[src/rtl/rxsp_pkg.sv]
// Constants and types of the receiver status and pin control block
package rxsp_pkg;
  // Register byte addresses
  localparam logic [7:0] ADDR_ERRCFG = 8'h20;
  localparam logic [7:0] ADDR_RXSET1 = 8'h21;
  localparam logic [7:0] ADDR_RXSET2 = 8'h22;
  localparam logic [7:0] ADDR_RXSET3 = 8'h23;
  localparam logic [7:0] ADDR_ERRCAUSE = 8'h25;
  localparam logic [7:0] ADDR_AUTOCAUSE = 8'h26;
  localparam logic [7:0] ADDR_MAINSRC = 8'h6B;
  localparam logic [7:0] ADDR_MPFUNC = 8'h6F;
  // Reset values
  localparam logic [7:0] RST_ERRCFG = 8'h00;
  localparam logic [7:0] RST_RXSET1 = 8'h00;
  localparam logic [7:0] RST_RXSET2 = 8'h01;
  localparam logic [7:0] RST_RXSET3 = 8'h04;
  localparam logic [7:0] RST_ERRCAUSE = 8'h01;
  localparam logic [7:0] RST_AUTOCAUSE = 8'h01;
  localparam logic [7:0] RST_MAINSRC = 8'h00;
  localparam logic [7:0] RST_MPFUNC = 8'h00;
  // Field positions
  localparam int ERROR_CONDITION_SEL_BIT = 6;
  localparam int MULTICHANNEL_ROUTING_SEL_BIT = 5;
  localparam int ERR_PIN_HIZ_BIT = 3;
  localparam int ERR_PIN_SRC_SEL_BIT = 2;
  localparam int NONPCM_PIN_HIZ_BIT = 1;
  localparam int NONPCM_PIN_SRC_SEL_BIT = 0;
  localparam int RANGE_BIT = 4;
  localparam int CSCON_BIT = 6;
  localparam int CSPOL_BIT = 4;
  localparam int VDLY_BIT = 0;
  localparam int AUTO_ERR_BIT = 6;
  localparam int SEC_LSB = 4;
  localparam int PRI_LSB = 0;
  localparam int GRPA_LSB = 6;
  localparam int GRPB_LSB = 3;
  localparam int GRPC_LSB = 0;
  // Source selector codes and the rate meter main target code
  localparam logic [2:0] SRC_AUTO = 3'h0;
  localparam logic [2:0] SRC_DIR = 3'h1;
  localparam logic [2:0] SRC_ADC = 3'h2;
  localparam logic [2:0] SRC_AUX0 = 3'h3;
  localparam logic [2:0] SRC_AUX1 = 3'h4;
  localparam logic [2:0] SRC_AUX2 = 3'h5;
  localparam logic [2:0] TGT_MAIN = 3'h5;
  // Acceptable rate bounds in kHz: 7..216 wide, 28..108 normal
  localparam logic [7:0] WIDE_MIN_KHZ = 8'h07;
  localparam logic [7:0] WIDE_MAX_KHZ = 8'hD8;
  localparam logic [7:0] NORM_MIN_KHZ = 8'h1C;
  localparam logic [7:0] NORM_MAX_KHZ = 8'h6C;
  // Clock status pulse timing
  localparam int CLK_PERIOD_NS = 10;
  localparam int CLOCK_STATUS_PULSE_PULSE_NS = 1000;
  localparam int CLOCK_STATUS_PULSE_PULSE_CYC = (CLOCK_STATUS_PULSE_PULSE_NS + CLK_PERIOD_NS - 1) / CLK_PERIOD_NS;
  // Receiver error causes, laid out as the cause enable bits
  typedef struct packed {
    logic rate_change;
    logic rate_limit;
    logic nonpcm;
    logic validity;
    logic parity;
    logic unlock;
  } rxsp_err_s;
endpackage

[src/rtl/rxsp_ctrl.sv]
// Receiver status pins, source selection and clock status pulse
//
// Implementation choice: the address-and-strobe port.
`timescale 1ns/1ps
`default_nettype none
// Notes on behaviour
// RULE_01 - Error condition off: pin shows receiver status
// RULE_02 - Condition on: non-receiver source forces error high
// RULE_03 - Multichannel routing overrides group function selects
// RULE_04 - Error pin high impedance control
// RULE_05 - Error pin carries error or interrupt zero
// RULE_06 - Software keeps error source select zero
// RULE_07 - Non-PCM pin high impedance control
// RULE_08 - Non-PCM pin carries flag or interrupt one
// RULE_09 - Rate range bit selects wide/normal range
// RULE_10 - Condition off: clock status on lock change
// RULE_11 - Condition on: all main clock changes
// RULE_12 - Writing auto or receiver never pulses
// RULE_13 - Software keeps oscillator auto-stop zero
// RULE_14 - Software writes both source fields together
// RULE_15 - Clock status polarity selectable, low default
// RULE_16 - Validity immediate or aligned with data
// RULE_17 - Source register field layout
// RULE_18 - Auto selects receiver or converter output
// RULE_19 - Error is OR of enabled causes
// RULE_20 - Reserved bits store, no effect
module rxsp_ctrl
  import rxsp_pkg::*;
(
  // Clock and reset
  input wire logic clk,
  input wire logic rstn,
  // Register port
  input wire logic [7:0] reg_addr,
  input wire logic [7:0] reg_wdata,
  input wire logic reg_wr,
  input wire logic reg_rd,
  output logic [7:0] reg_rdata,
  // Receiver status
  input wire rxsp_err_s rx_err,
  input wire logic rx_pll_lock,
  input wire logic [7:0] rx_rate_khz,
  input wire logic rx_validity_flag,
  input wire logic dout_frame_strobe,
  input wire logic nonpcm_flag,
  input wire logic interrupt_line_zero,
  input wire logic interrupt_line_one,
  // Rate meter
  input wire logic [2:0] rate_meter_target,
  input wire logic main_rate_change,
  // Status pins
  output logic err_pin_o,
  output logic err_pin_oe,
  output logic nonpcm_pin_o,
  output logic nonpcm_pin_oe,
  output logic clock_status_pulse,
  output logic validity_out,
  // Configuration outputs
  output logic [2:0] main_src_active,
  output logic multichannel_routing_sel,
  output logic [1:0] pin_group_a_function,
  output logic [2:0] pin_group_b_function,
  output logic [2:0] pin_group_c_function,
  output logic receiver_rate_range,
  output logic rx_rate_in_range
);
  localparam logic [7:0] PULSE_CYC = 8'(CLOCK_STATUS_PULSE_PULSE_CYC);

  logic [7:0] errcfg_reg, rxset1_reg, rxset2_reg, rxset3_reg;
  logic [7:0] errcause_reg, autocause_reg, mainsrc_reg, mpfunc_reg;
  logic [7:0] rdata_next;
  logic [7:0] cs_cnt_reg;
  logic err_any, auto_adc, auto_adc_reg, lock_reg, err_shown;
  logic src_wr, src_wr_quiet, src_evt, auto_evt, rate_evt, lock_evt, cs_evt;
  logic cs_busy, vflag_reg, valign_reg;
  logic [2:0] pri_src, sec_src, src_next;
  logic [7:0] lo_khz, hi_khz;

  function automatic logic src_is_rx(input logic [2:0] s);
    src_is_rx = (s == SRC_AUTO) || (s == SRC_DIR);
  endfunction

  // Reserved bits are stored and read back but drive nothing [RULE_20]
  always_ff @(posedge clk or negedge rstn)
  begin
    if (!rstn)
    begin
      errcfg_reg <= RST_ERRCFG;
      rxset1_reg <= RST_RXSET1;
      rxset2_reg <= RST_RXSET2;
      rxset3_reg <= RST_RXSET3;
      errcause_reg <= RST_ERRCAUSE;
      autocause_reg <= RST_AUTOCAUSE;
      mainsrc_reg <= RST_MAINSRC;
      mpfunc_reg <= RST_MPFUNC;
    end
    else if (reg_wr)
    begin
      case (reg_addr)
        ADDR_ERRCFG: errcfg_reg <= reg_wdata;
        ADDR_RXSET1: rxset1_reg <= reg_wdata;
        ADDR_RXSET2: rxset2_reg <= reg_wdata;
        ADDR_RXSET3: rxset3_reg <= reg_wdata;
        ADDR_ERRCAUSE: errcause_reg <= reg_wdata;
        ADDR_AUTOCAUSE: autocause_reg <= reg_wdata;
        ADDR_MAINSRC: mainsrc_reg <= reg_wdata;
        ADDR_MPFUNC: mpfunc_reg <= reg_wdata;
        default: ;
      endcase
    end
  end

  always_comb
  begin
    case (reg_addr)
      ADDR_ERRCFG: rdata_next = errcfg_reg;
      ADDR_RXSET1: rdata_next = rxset1_reg;
      ADDR_RXSET2: rdata_next = rxset2_reg;
      ADDR_RXSET3: rdata_next = rxset3_reg;
      ADDR_ERRCAUSE: rdata_next = errcause_reg;
      ADDR_AUTOCAUSE: rdata_next = autocause_reg;
      ADDR_MAINSRC: rdata_next = mainsrc_reg;
      ADDR_MPFUNC: rdata_next = mpfunc_reg;
      default: rdata_next = 8'h00;
    endcase
  end

  // Read data valid only in the cycle after the strobe
  always_ff @(posedge clk or negedge rstn)
  begin
    if (!rstn)
      reg_rdata <= 8'h00;
    else
      reg_rdata <= reg_rd ? rdata_next : 8'h00;
  end

  assign sec_src = mainsrc_reg[SEC_LSB +: 3]; // [RULE_17]
  assign pri_src = mainsrc_reg[PRI_LSB +: 3]; // [RULE_17]

  assign err_any = |(rx_err & rxsp_err_s'(errcause_reg[5:0])); // [RULE_19]
  assign auto_adc = (rx_err.unlock & autocause_reg[0]) | (rx_err.validity & autocause_reg[2])
    | (nonpcm_flag & autocause_reg[3]) | (rx_err.rate_limit & autocause_reg[4])
    | (err_any & autocause_reg[AUTO_ERR_BIT]);
  // Auto resolves to converter on any cause enabled by bits 0, 2, 3, 4 or 6 [RULE_18]
  assign src_next = (pri_src == SRC_AUTO) ? (auto_adc ? SRC_ADC : SRC_DIR) : pri_src;

  // Forced high only for non-receiver sources under the condition bit [RULE_01] [RULE_02]
  assign err_shown = (errcfg_reg[ERROR_CONDITION_SEL_BIT] && !src_is_rx(pri_src)) ? 1'b1 : err_any;

  always_ff @(posedge clk or negedge rstn)
  begin
    if (!rstn)
    begin
      err_pin_o <= 1'b0;
      err_pin_oe <= 1'b0;
      nonpcm_pin_o <= 1'b0;
      nonpcm_pin_oe <= 1'b0;
      main_src_active <= SRC_DIR;
    end
    else
    begin
      err_pin_o <= errcfg_reg[ERR_PIN_SRC_SEL_BIT] ? interrupt_line_zero : err_shown; // [RULE_05]
      err_pin_oe <= !errcfg_reg[ERR_PIN_HIZ_BIT]; // [RULE_04]
      nonpcm_pin_o <= errcfg_reg[NONPCM_PIN_SRC_SEL_BIT] ? interrupt_line_one : nonpcm_flag; // [RULE_08]
      nonpcm_pin_oe <= !errcfg_reg[NONPCM_PIN_HIZ_BIT]; // [RULE_07]
      main_src_active <= src_next; // [RULE_18]
    end
  end

  // Multichannel routing masks the group selects [RULE_03]
  assign multichannel_routing_sel = errcfg_reg[MULTICHANNEL_ROUTING_SEL_BIT];
  assign pin_group_a_function = errcfg_reg[MULTICHANNEL_ROUTING_SEL_BIT] ? 2'h0 : mpfunc_reg[GRPA_LSB +: 2];
  assign pin_group_b_function = errcfg_reg[MULTICHANNEL_ROUTING_SEL_BIT] ? 3'h0 : mpfunc_reg[GRPB_LSB +: 3];
  assign pin_group_c_function = errcfg_reg[MULTICHANNEL_ROUTING_SEL_BIT] ? 3'h0 : mpfunc_reg[GRPC_LSB +: 3];

  // Rate range window [RULE_09]
  assign receiver_rate_range = rxset1_reg[RANGE_BIT];
  assign lo_khz = receiver_rate_range ? NORM_MIN_KHZ : WIDE_MIN_KHZ;
  assign hi_khz = receiver_rate_range ? NORM_MAX_KHZ : WIDE_MAX_KHZ;

  always_ff @(posedge clk or negedge rstn)
  begin
    if (!rstn)
      rx_rate_in_range <= 1'b0;
    else
      rx_rate_in_range <= (rx_rate_khz >= lo_khz) && (rx_rate_khz <= hi_khz); // [RULE_09]
  end

  // Clock status events
  assign src_wr = reg_wr && (reg_addr == ADDR_MAINSRC);
  // Both fields to auto or receiver: no pulse [RULE_12]
  assign src_wr_quiet = src_is_rx(reg_wdata[SEC_LSB +: 3]) && src_is_rx(reg_wdata[PRI_LSB +: 3]);
  // One write carries both fields, so one event per update [RULE_14]
  assign src_evt = src_wr && !src_wr_quiet; // [RULE_11] [RULE_12]
  assign auto_evt = (sec_src == SRC_AUTO) && (pri_src == SRC_AUTO)
    && (auto_adc != auto_adc_reg); // [RULE_11]
  assign rate_evt = main_rate_change && (rate_meter_target == TGT_MAIN); // [RULE_11]
  assign lock_evt = rx_pll_lock != lock_reg; // [RULE_10]
  assign cs_evt = lock_evt || (rxset2_reg[CSCON_BIT] && (src_evt || auto_evt || rate_evt));
  assign cs_busy = cs_cnt_reg != 8'h00;

  // Retriggers on a new event so back-to-back changes merge into one pulse
  always_ff @(posedge clk or negedge rstn)
  begin
    if (!rstn)
    begin
      lock_reg <= 1'b0;
      auto_adc_reg <= 1'b0;
      cs_cnt_reg <= 8'h00;
    end
    else
    begin
      lock_reg <= rx_pll_lock;
      auto_adc_reg <= auto_adc;
      if (cs_evt)
        cs_cnt_reg <= PULSE_CYC; // [RULE_10] [RULE_11]
      else if (cs_busy)
        cs_cnt_reg <= cs_cnt_reg - 8'h01;
    end
  end

  // Oscillator auto-stop must stay clear for this pulse to be trusted [RULE_13]
  always_ff @(posedge clk or negedge rstn)
  begin
    if (!rstn)
      clock_status_pulse <= 1'b1;
    else
      clock_status_pulse <= ~(cs_busy ^ rxset2_reg[CSPOL_BIT]); // [RULE_15]
  end

  // Validity: immediate or latched on the data frame strobe
  always_ff @(posedge clk or negedge rstn)
  begin
    if (!rstn)
    begin
      vflag_reg <= 1'b0;
      valign_reg <= 1'b0;
    end
    else
    begin
      vflag_reg <= rx_validity_flag;
      if (dout_frame_strobe)
        valign_reg <= rx_validity_flag;
    end
  end

  assign validity_out = rxset2_reg[VDLY_BIT] ? valign_reg : vflag_reg; // [RULE_16]
endmodule
`default_nettype wire

[config.mk]
export PLATFORM = sky130hd
export DESIGN_NAME = rxsp_ctrl
export DESIGN_NICKNAME = d
export VERILOG_FILES = /design/src/rtl/rxsp_pkg.sv /design/src/rtl/rxsp_ctrl.sv
export SDC_FILE = /design/constraint.sdc
export NUM_CORES = 1
export LEC_CHECK = 0
export BUFFER_PORTS_ARGS = -buffer_cell sky130_fd_sc_hd__buf_2
export CAP_MARGIN = 10
export CORE_ASPECT_RATIO = 0.8
export CORE_MARGIN = 4
export CORE_UTILIZATION = 41
export DETAILED_ROUTE_END_ITERATION = 12
export MAX_ROUTING_LAYER = met4
export PLACE_DENSITY = 0.71
export SLEW_MARGIN = 15
export SYNTH_ARGS = -nofsm -noshare
export SYNTH_HDL_FRONTEND = slang
export SYNTH_SLANG_ARGS = --single-unit
[constraint.sdc]
create_clock -name clk -period 5.3 [get_ports clk]
set_clock_uncertainty 0.1 [all_clocks]
set_input_delay 0.795 -clock clk [delete_from_list [all_inputs] [get_ports clk]]
set_output_delay 0.795 -clock clk [all_outputs]
set_load 0.01 [all_outputs]
==> results of run 1 <==
-- worst max-delay path: stages --
cell and delay [ns]:
buf_2 0.10, or3b_1 0.44, nor3_2 0.37, and3_1 0.64
mux2_1 0.38
-- metrics by stage --
stage / instance area, um2 / instances
after floorplan: 4600 / 380
after global placement: 5080 / 581
after detailed placement: 5080 / 581
after CTS: 5400 / 597
after global routing: 5400 / 597
final: 5400 / 597
-- report_power, final --
| part | switching [mW] | total, mW | leakage [nW] | internal [mW] |
|---|---|---|---|---|
| Sequential | 0.0357 | 0.789 | 1.21 | 0.753 |
| Clock | 0.284 | 0.699 | 0.152 | 0.415 |
| Combinational | 0.107 | 0.190 | 1.28 | 0.0827 |
-- routing by layer --
metal | vias to the layer above | track usage [%] | part of all wire (%)
met3 | 24 | 5.39 | 7.4
met4 | 0 | 5.77 | 1.7
li1 | 1543 | - | -
met1 | 1652 | 26.2 | 46
met5 | - | - | 0
met2 | 139 | 28.0 | 45
-- placed cells by master (no fill, tap or decap), types with 2 or more instances in the layout --
master      netlist  final
nor2b_1          13     13
o22a_1            5      5
mux2_2           21     21
nor2_1           13     13
nand2_1          21     21
xnor2_1           3      3
or4_1             3      3
nor2_4            3      3
nand4_1           2      2
a22oi_1           5      5
nor4_1            5      5
o21ai_0           7      7
nor3b_1           2      2
clkinvlp_4        0      2
o31ai_1           2      2
nand2b_1          5      5
o22ai_1           4      4
clkbuf_16         0      9
buf_4             0      2
mux2i_1          12     12
o21ai_1           6      6
a22o_1            5      5
a21oi_1          14     14
dfrtp_1          87     87
a21o_1            2      2
or3_1             2      2
or2_1             2      2
nand3_1           6      6
inv_1            12     12
buf_2             6     70
dfstp_2           6      6
ha_1             10     10
xor2_1            2      2
mux2_1           49     49
nor3_1            5      5
or3b_1            3      3
a32oi_1           3      3
bufinv_16         0      2
a31oi_1           2      2
and3_1            4      4
-- cells by family after synthesis --
| group | after synthesis | synth area share, % |
|---|---|---|
| multiplexers | 83 | 20.2 |
| XOR/XNOR | 5 | 0.952 |
| buffers and inverters | 27 | 2.53 |
| AND/OR/NAND/NOR | 98 | 12.9 |
| AO/OA/AOI/OAI | 64 | 9.92 |
| flip-flops | 93 | 50.7 |
| adder cells (fa/ha/maj) | 10 | 2.72 |
-- cell type report --
class / instances / share of cell area (%)
sequential: 93 / 43.2
clock inverter: 7 / 1.81
multi-input combinational: 260 / 39.9
inverter: 12 / 0.834
clock buffer: 9 / 4.17
tap: 144 / 3.34
timing repair buffer: 72 / 6.77
-- worst paths after layout --
check	cells after the start	start	end
setup / recovery	5	reg_addr[4]	errcfg_reg[4]
hold / removal	1	rstn	cs_cnt_reg[4]
setup reg to reg	5	errcause_reg[1]	cs_cnt_reg[2]
hold reg to reg	1	errcfg_reg[1]	nonpcm_pin_oe
max in group asynchronous	2	rstn	errcfg_reg[3]
min in group clk	1	errcfg_reg[1]	nonpcm_pin_oe
==> impl_metrics.yaml, run 1 <==
grt:
  overflow: 0
  grt_max_degree: 54
  antenna_found_initial: 0
  grt_pass1_wl_um: 18500
  groute.usage.overall_pct: 19.2
  first_global_vias: 3397
synth:
  synth.avg_cell_area_um2: 12.1
  yosysTopAreaCellShare_pct: 47.3
  synth_largest_area_cell: "dfrtp_1"
  yosysWarningCount: 0
  ys.flop_type: "dfrtp_1"
  yosys-top-cells-area: "dfrtp_1, mux2_1, mux2_2"
  seq_area_frac_synth_pct: 50.7
  ys_seq_elements: 93
  synth_common_cells: "dfrtp_1, mux2_1, mux2_2, nand2_1, a21oi_1"
  yosysMostFrequentCell: "dfrtp_1"
  synthCells: 380
  async_reset_ff_share_pct: 100
  ys_types: 58
  synth_area_mm2: 0.00460
  synth_edf_count: 0
  syn_nets: 434
die:
  die_w_um: 126
  initial_core_util_pct: 42.1
  core_mm2: 0.0109
  ios: 72
  fp.dieArea_mm2: 0.0130
  die-height_um: 103
  rows: 34
cts:
  cts.clk_slew.worst_paths_ns: 0.06
  clkLatencyLatePin_ns: 0.35
  cts_resized: 0
  holdBufCountCts: 0
  htreeDepth: 3
  cts_sinks: 93
  post-cts-setup-buffers: 0
  root_buffer: "clkbuf_16"
  numCtsBuffers: 9
  clock_path_buffers: 2
  cts_tree: "yes"
timing:
  fin_ws_ns: 2.70
  rsz0062_at_grt: "no"
  drv_slew: 0
  fin_crit_ns: 2.60
  worst_slew_pin_slew_ns: 0.728
  hold_ws_ns: 0.311
  finalSetupTns_ns: 0
  finalHoldViolCount: 0
  relSlewSlack_pct: 51.5
  fmax_mhz: 385
  setup_viol: 0
  period_share_pct: 49.0
critical_path:
  cp_data_required_time_ns: 5.43
  cp-end-kind: "flop"
  crit_path_start_kind: "input pin"
  critPathMaxFanout: 11
  r2r_slack_ns: 3.14
  path_class: "in2reg"
  arrival_ns: 2.73
drt:
  drc: 0
  drt_iter0_drc: 217
  drt_wl_total_um: 11500
  antenna_left: 0
  vias: 3358
  firstDrtPassIters: 5
  viasPerCell: 5.62
  routedWlPerCell_um: 19.3
place:
  pre_cts_slack_ns: 2.33
  portBuffers: 71
  gp_congestion: 0.959
  dp_hpwl_um: 8210
pwr:
  irDropWorstVdd_uv: 189
  powerDensity_mw_per_mm2: 311
  p_leak_nw: 2.64
  power.total_mw: 1.68
job:
  maxCapViolations: 0
status:
  status: "completed"
cells_and_area:
  drive_gt1_share_pct: 28.3
  seq_area_mm2: 0.00233
  diodes: 0
  fin_nets: 502
  fin_util_pct: 49.4
  area_delta_synth_final_pct: 17.3
  multi_input_area_mm2: 0.00215
  fill_cells: 972
min_path:
  min_path_type: "in2async"
No activity file was read; power rests on OpenSTA's default activity.
==> inputs of run 2 (changes only) <==
==> constraint.sdc (replaced) <==
create_clock -name clk -period 2.5 [get_ports clk]
set_clock_uncertainty 0.1 [all_clocks]
set_input_delay 0.375 -clock clk [delete_from_list [all_inputs] [get_ports clk]]
set_output_delay 0.375 -clock clk [all_outputs]
set_load 0.01 [all_outputs]
==> impl_metrics.yaml, run 2 (synthesis results as in run 1) <==
status:
  status: "completed"
timing:
  finalHoldViolCount: 0
  setup_viol: 0
  period_share_pct: 86.0
  rsz0062_at_grt: "no"
  finalSetupTns_ns: 0
  fin_ws_ns: 0.349
  fin_crit_ns: 2.15
  relSlewSlack_pct: 58.7
  worst_slew_pin_slew_ns: 0.620
  fmax_mhz: 465
  drv_slew: 0
die:
  die_w_um: 126
  ios: 72
  initial_core_util_pct: 42.1
  fp.dieArea_mm2: 0.0130
  die-height_um: 103
  rows: 34
  core_mm2: 0.0109
critical_path:
  crit_path_cell_trace: "a22o_1 > o31ai_4 > a2111oi_1 > or3b_1 > a211o_1"
  critPathMaxFanout: 8
  cp-end-kind: "flop"
  arrival_ns: 2.29
  slowest_delay_ns: 0.54
  cp_num_buf_inv: 0
  critPathTopFamily: "compound AO/OA/AOI/OAI gates"
  cp_slowest_cell: "or3b_1"
  path_class: "reg2reg"
  crit_path_start_kind: "flop"
  cp_data_required_time_ns: 2.63
cells_and_area:
  diodes: 0
  area_delta_synth_final_pct: 20.2
  stdcell_area_mm2: 0.00553
  drive_gt1_share_pct: 30.5
  fin_nets: 524
  layout_commonest_cell: "dfrtp_1"
  mostFrequentLayoutCells: "dfrtp_1, buf_2, mux2_1"
place:
  dp_hpwl_um: 8880
  pre_cts_slack_ns: 0.143
  gp_congestion: 0.907
  portBuffers: 71
  placed_area_mm2: 0.00524
grt:
  overflow: 0
  antenna_found_initial: 0
  first_global_vias: 3539
  groute.usage.overall_pct: 19.8
  grt_pass1_wl_um: 19100
  grt_max_degree: 48
cts:
  cts_tree: "yes"
  root_buffer: "clkbuf_16"
  clkLatencyLatePin_ns: 0.35
  cts_sinks: 93
  post-cts-setup-buffers: 0
  cts_resized: 0
  holdBufCountCts: 1
  cts.clk_slew.worst_paths_ns: 0.06
  numCtsBuffers: 9
  clock_path_buffers: 2
  htreeDepth: 3
drt:
  vias: 3432
  antenna_left: 0
  firstDrtPassIters: 4
  viasPerCell: 5.54
  routedWlPerCell_um: 19.2
  drt_iter0_drc: 294
  drc: 0
  drt_wl_total_um: 11900
min_path:
  min_path_type: "in2reg"
pwr:
  p_leak_nw: 2.73
  irDropWorstVdd_uv: 503
  powerDensity_mw_per_mm2: 623
job:
  maxCapViolations: 0
[run 2: changes by cell type in the layout (fill, tap and decap cells not counted), sizes merged]
| cell | change |
|---|---|
| dlygate4sd3 | +1 |
| clkinvlp | -1 |
| clkbuf | +4 |
| bufinv | -1 |
| buf | +21 |
| clkinv | -1 |
| inv | -1 |
[run 2: worst paths after layout]
kind / start / slack [ns] / cells past startpoint / to
min in group asynchronous: rstn / 0.48 / 2 / cs_cnt_reg[6]
worst min register to register: errcfg_reg[3] / 0.38 / 1 / err_pin_oe
worst min-delay path: rx_validity_flag / 0.04 / 1 / vflag_reg
worst max-delay path: errcause_reg[1] / 0.35 / 5 / cs_cnt_reg[2]
worst max register to register: errcause_reg[1] / 0.35 / 5 / cs_cnt_reg[2]
max in group asynchronous: rstn / 1.05 / 3 / main_src_active[0]
[run 2: where the power goes]
group          internal, mW  switching, mW
Clock                 0.779          0.577
Combinational         0.189          0.230
Sequential             1.60         0.0743
[run 2: area by class of cell]
class                           instances  area (um2)
Fill cell                             955        5400
Clock buffer                           13         240
Inverter                               12        45.0
Clock inverter                          3        46.3
Tap cell                              144         180
Multi-Input combinational cell        260        2150
Timing Repair Buffer                   94         533
Sequential cell                        93        2330
[run 2: layer usage]
layer / track usage (%) / share of wire [%]
met2: 30.2 / 47
met3: 5.02 / 7.3
met5: - / 0
met4: 5.69 / 0.67
met1: 26.4 / 45
[run 2: stage by stage]
step                      hold slack, ns  total power, mW  utilization, %  cells
after floorplan                  -0.0206             1.92               -    380
after global placement             0.329             2.10            47.9    602
after detailed placement           0.333             2.12            47.9    602
after CTS                         0.0285             3.47            50.6    619
after global routing              0.0314             3.59            50.6    619
final                             0.0404             3.45            50.6    619
==> inputs of run 3 (changes only) <==
--- a/config.mk
+++ b/config.mk
@@ -5,6 +5,7 @@
 export SDC_FILE = /design/constraint.sdc
 export NUM_CORES = 1
 export LEC_CHECK = 0
+export ABC_AREA = 1
 export BUFFER_PORTS_ARGS = -buffer_cell sky130_fd_sc_hd__buf_2
 export CAP_MARGIN = 10
 export CORE_ASPECT_RATIO = 0.8
==> impl_metrics.yaml, run 3 <==
cts:
  htreeDepth: 3
  numCtsBuffers: 9
  cts.clk_slew.worst_paths_ns: 0.07
  cts_resized: 0
  clock_path_buffers: 2
  root_buffer: "clkbuf_16"
  clkLatencyLatePin_ns: 0.35
  cts_sinks: 93
  cts_tree: "yes"
cells_and_area:
  fin_util_pct: 50.8
  fill_cells: 982
  area_delta_synth_final_pct: 18.2
  seq_area_mm2: 0.00233
  diodes: 0
  mostFrequentLayoutCells: "nand2_1, dfrtp_1, buf_2"
  layout.cells.non_filler: 755
  stdcell_area_mm2: 0.00533
  fin_nets: 664
  multi_input_area_mm2: 0.00187
  layout_commonest_cell: "nand2_1"
  drive_gt1_share_pct: 20.8
timing:
  finalSetupTns_ns: 0
  fmax_mhz: 538
  hold_ws_ns: 0.0505
  setup_viol: 0
  worst_slew_pin_slew_ns: 0.587
  period_share_pct: 74.4
  fin_crit_ns: 1.86
  finalHoldViolCount: 0
  rsz0062_at_grt: "no"
  drv_slew: 0
  relSlewSlack_pct: 60.9
drt:
  top_layer: "met4"
  met3WireLength_um: 780
  firstDrtPassIters: 5
  antenna_left: 0
  wirelength_met1_um: 5550
  routedWlPerCell_um: 15.1
  vias: 3852
  dr_wl_met2_um: 5010
  drt_iter0_drc: 292
  viasPerCell: 5.10
  drt_wl_total_um: 11400
  drc: 0
synth:
  synthAdderAreaFrac_pct: 2.78
  synthXorXnorAreaFrac_pct: 1.36
  synthCells: 535
  yosys-top-cells-area: "dfrtp_1, nand2_1, o21ai_0"
  syn_nets: 589
  async_reset_ff_share_pct: 100
  synth_top_family_by_area: "simple AND/OR/NAND/NOR gates"
  ys_types: 33
  synth_edf_count: 0
  yosysTopAreaCellShare_pct: 48.3
  synth.avg_cell_area_um2: 8.42
  synth_common_cells: "nand2_1, dfrtp_1, o21ai_0, nor2_1, inv_1"
  seq_area_frac_synth_pct: 51.8
  ys.flop_type: "dfrtp_1"
  yosys.area_share.simple_pct: 24.9
  synth_compound_area_share_pct: 12.2
  synth_area_mm2: 0.00451
  synth_mux_area_share_pct: 0.250
  yosysWarningCount: 0
  ys_seq_elements: 93
  synth_largest_area_cell: "dfrtp_1"
  yosysMostFrequentCell: "nand2_1"
die:
  initial_core_util_pct: 43.0
  rows: 33
  ios: 72
  die_w_um: 125
  die-height_um: 102
  core_mm2: 0.0105
  fp.dieArea_mm2: 0.0127
pwr:
  p_leak_nw: 2.72
  powerDensity_mw_per_mm2: 676
  irDropWorstVdd_uv: 447
critical_path:
  arrival_ns: 1.99
  critPathMaxFanout: 7
  reg2reg_to: "rx_rate_in_range"
  r2r_start: "rxset1_reg[4]"
  path_class: "reg2reg"
  r2r_slack_ns: 0.64
  rr_worst_depth: 8
  cp-end-kind: "flop"
  cp_data_required_time_ns: 2.64
  crit_path_start_kind: "flop"
grt:
  grt_pass1_wl_um: 18400
  grt_max_degree: 46
  groute.usage.overall_pct: 19.3
  overflow: 0
  antenna_found_initial: 0
  first_global_vias: 3577
min_path:
  min_path_cells: 1
  min_path_type: "in2reg"
  hold_start: "rx_validity_flag"
  hold_path_end: "vflag_reg"
job:
  maxCapViolations: 0
place:
  placed_area_mm2: 0.00497
  dp_hpwl_um: 8560
  gp_congestion: 0.974
  portBuffers: 71
  dp_cells: 738
status:
  status: "completed"
run 3: changes by cell type after synthesis, moves of 15 or more:
cell	previous run	this run
nand3_1	6	21
nor2_1	13	53
nand2_1	21	165
mux2_2	21	1
mux2_1	49	0
o21ai_0	7	62
inv_1	12	45
run 3: how the worst max path moves through the flow:
| stage | cells past startpoint | endpoint | slack [ns] | from |
|---|---|---|---|---|
| 2_1_floorplan | 8 | rx_rate_in_range | 0.86 | rxset1_reg[4] |
| 3_3_place_gp | 9 | autocause_reg[5] | 0.52 | reg_addr[4] |
| 3_5_place_dp | 9 | autocause_reg[6] | 0.45 | reg_addr[4] |
| 4_1_cts | 8 | rx_rate_in_range | 0.63 | rxset1_reg[4] |
| 5_1_grt | 10 | cs_cnt_reg[3] | 0.41 | autocause_reg[4] |
| 6_report | 8 | rx_rate_in_range | 0.64 | rxset1_reg[4] |
run 3: repair_timing:
action | in CTS | in global routing
hold buffers | 1 | 0
hold endpoints to repair | 40 | 0
buffers inserted | 0 | 0
run 3: final cells by class:
type	instances	share of cell area, %
Sequential cell	93	43.8
Multi-Input combinational cell	380	35.1
Timing Repair Buffer	76	7.71
Clock buffer	9	4.23
Inverter	50	3.55
Tap cell	140	3.29
Clock inverter	7	2.28
run 3: critical path, stage by stage (launching register included):
cell and delay [ns]:
dfrtp_1 0.47, inv_1 0.16, ha_1 0.30, o21ai_0 0.18, a21oi_1 0.09, o21ai_0 0.15
nand2_1 0.06, o21ai_0 0.17, inv_1 0.06
run 3: cells by family after synthesis:
kind of cell             count (synthesis)
AO/OA/AOI/OAI                           98
buffers and inverters                   62
XOR/XNOR                                 7
flip-flops                              93
adder cells (fa/ha/maj)                 10
multiplexers                             1
AND/OR/NAND/NOR                        264
run 3: power breakdown:
| group | internal, mW | total [mW] | switching [mW] |
|---|---|---|---|
| Clock | 0.982 | 1.57 | 0.583 |
| Sequential | 1.60 | 1.66 | 0.0576 |
| Combinational | 0.141 | 0.376 | 0.235 |
| Total | 2.72 | 3.60 | 0.876 |
run 3: per-layer routing:
metal | global-route usage (%) | up-vias
met1 | 26.6 | 1817
li1 | - | 1878
met2 | 28.1 | 150
met5 | - | -
met4 | 6.00 | 0
met3 | 5.11 | 7
run 3: metrics by stage:
step	setup WS (ns)	power, mW
after floorplan	0.856	1.89
after global placement	0.517	2.05
after detailed placement	0.447	2.06
after CTS	0.628	3.64
after global routing	0.410	3.76
final	0.641	3.60
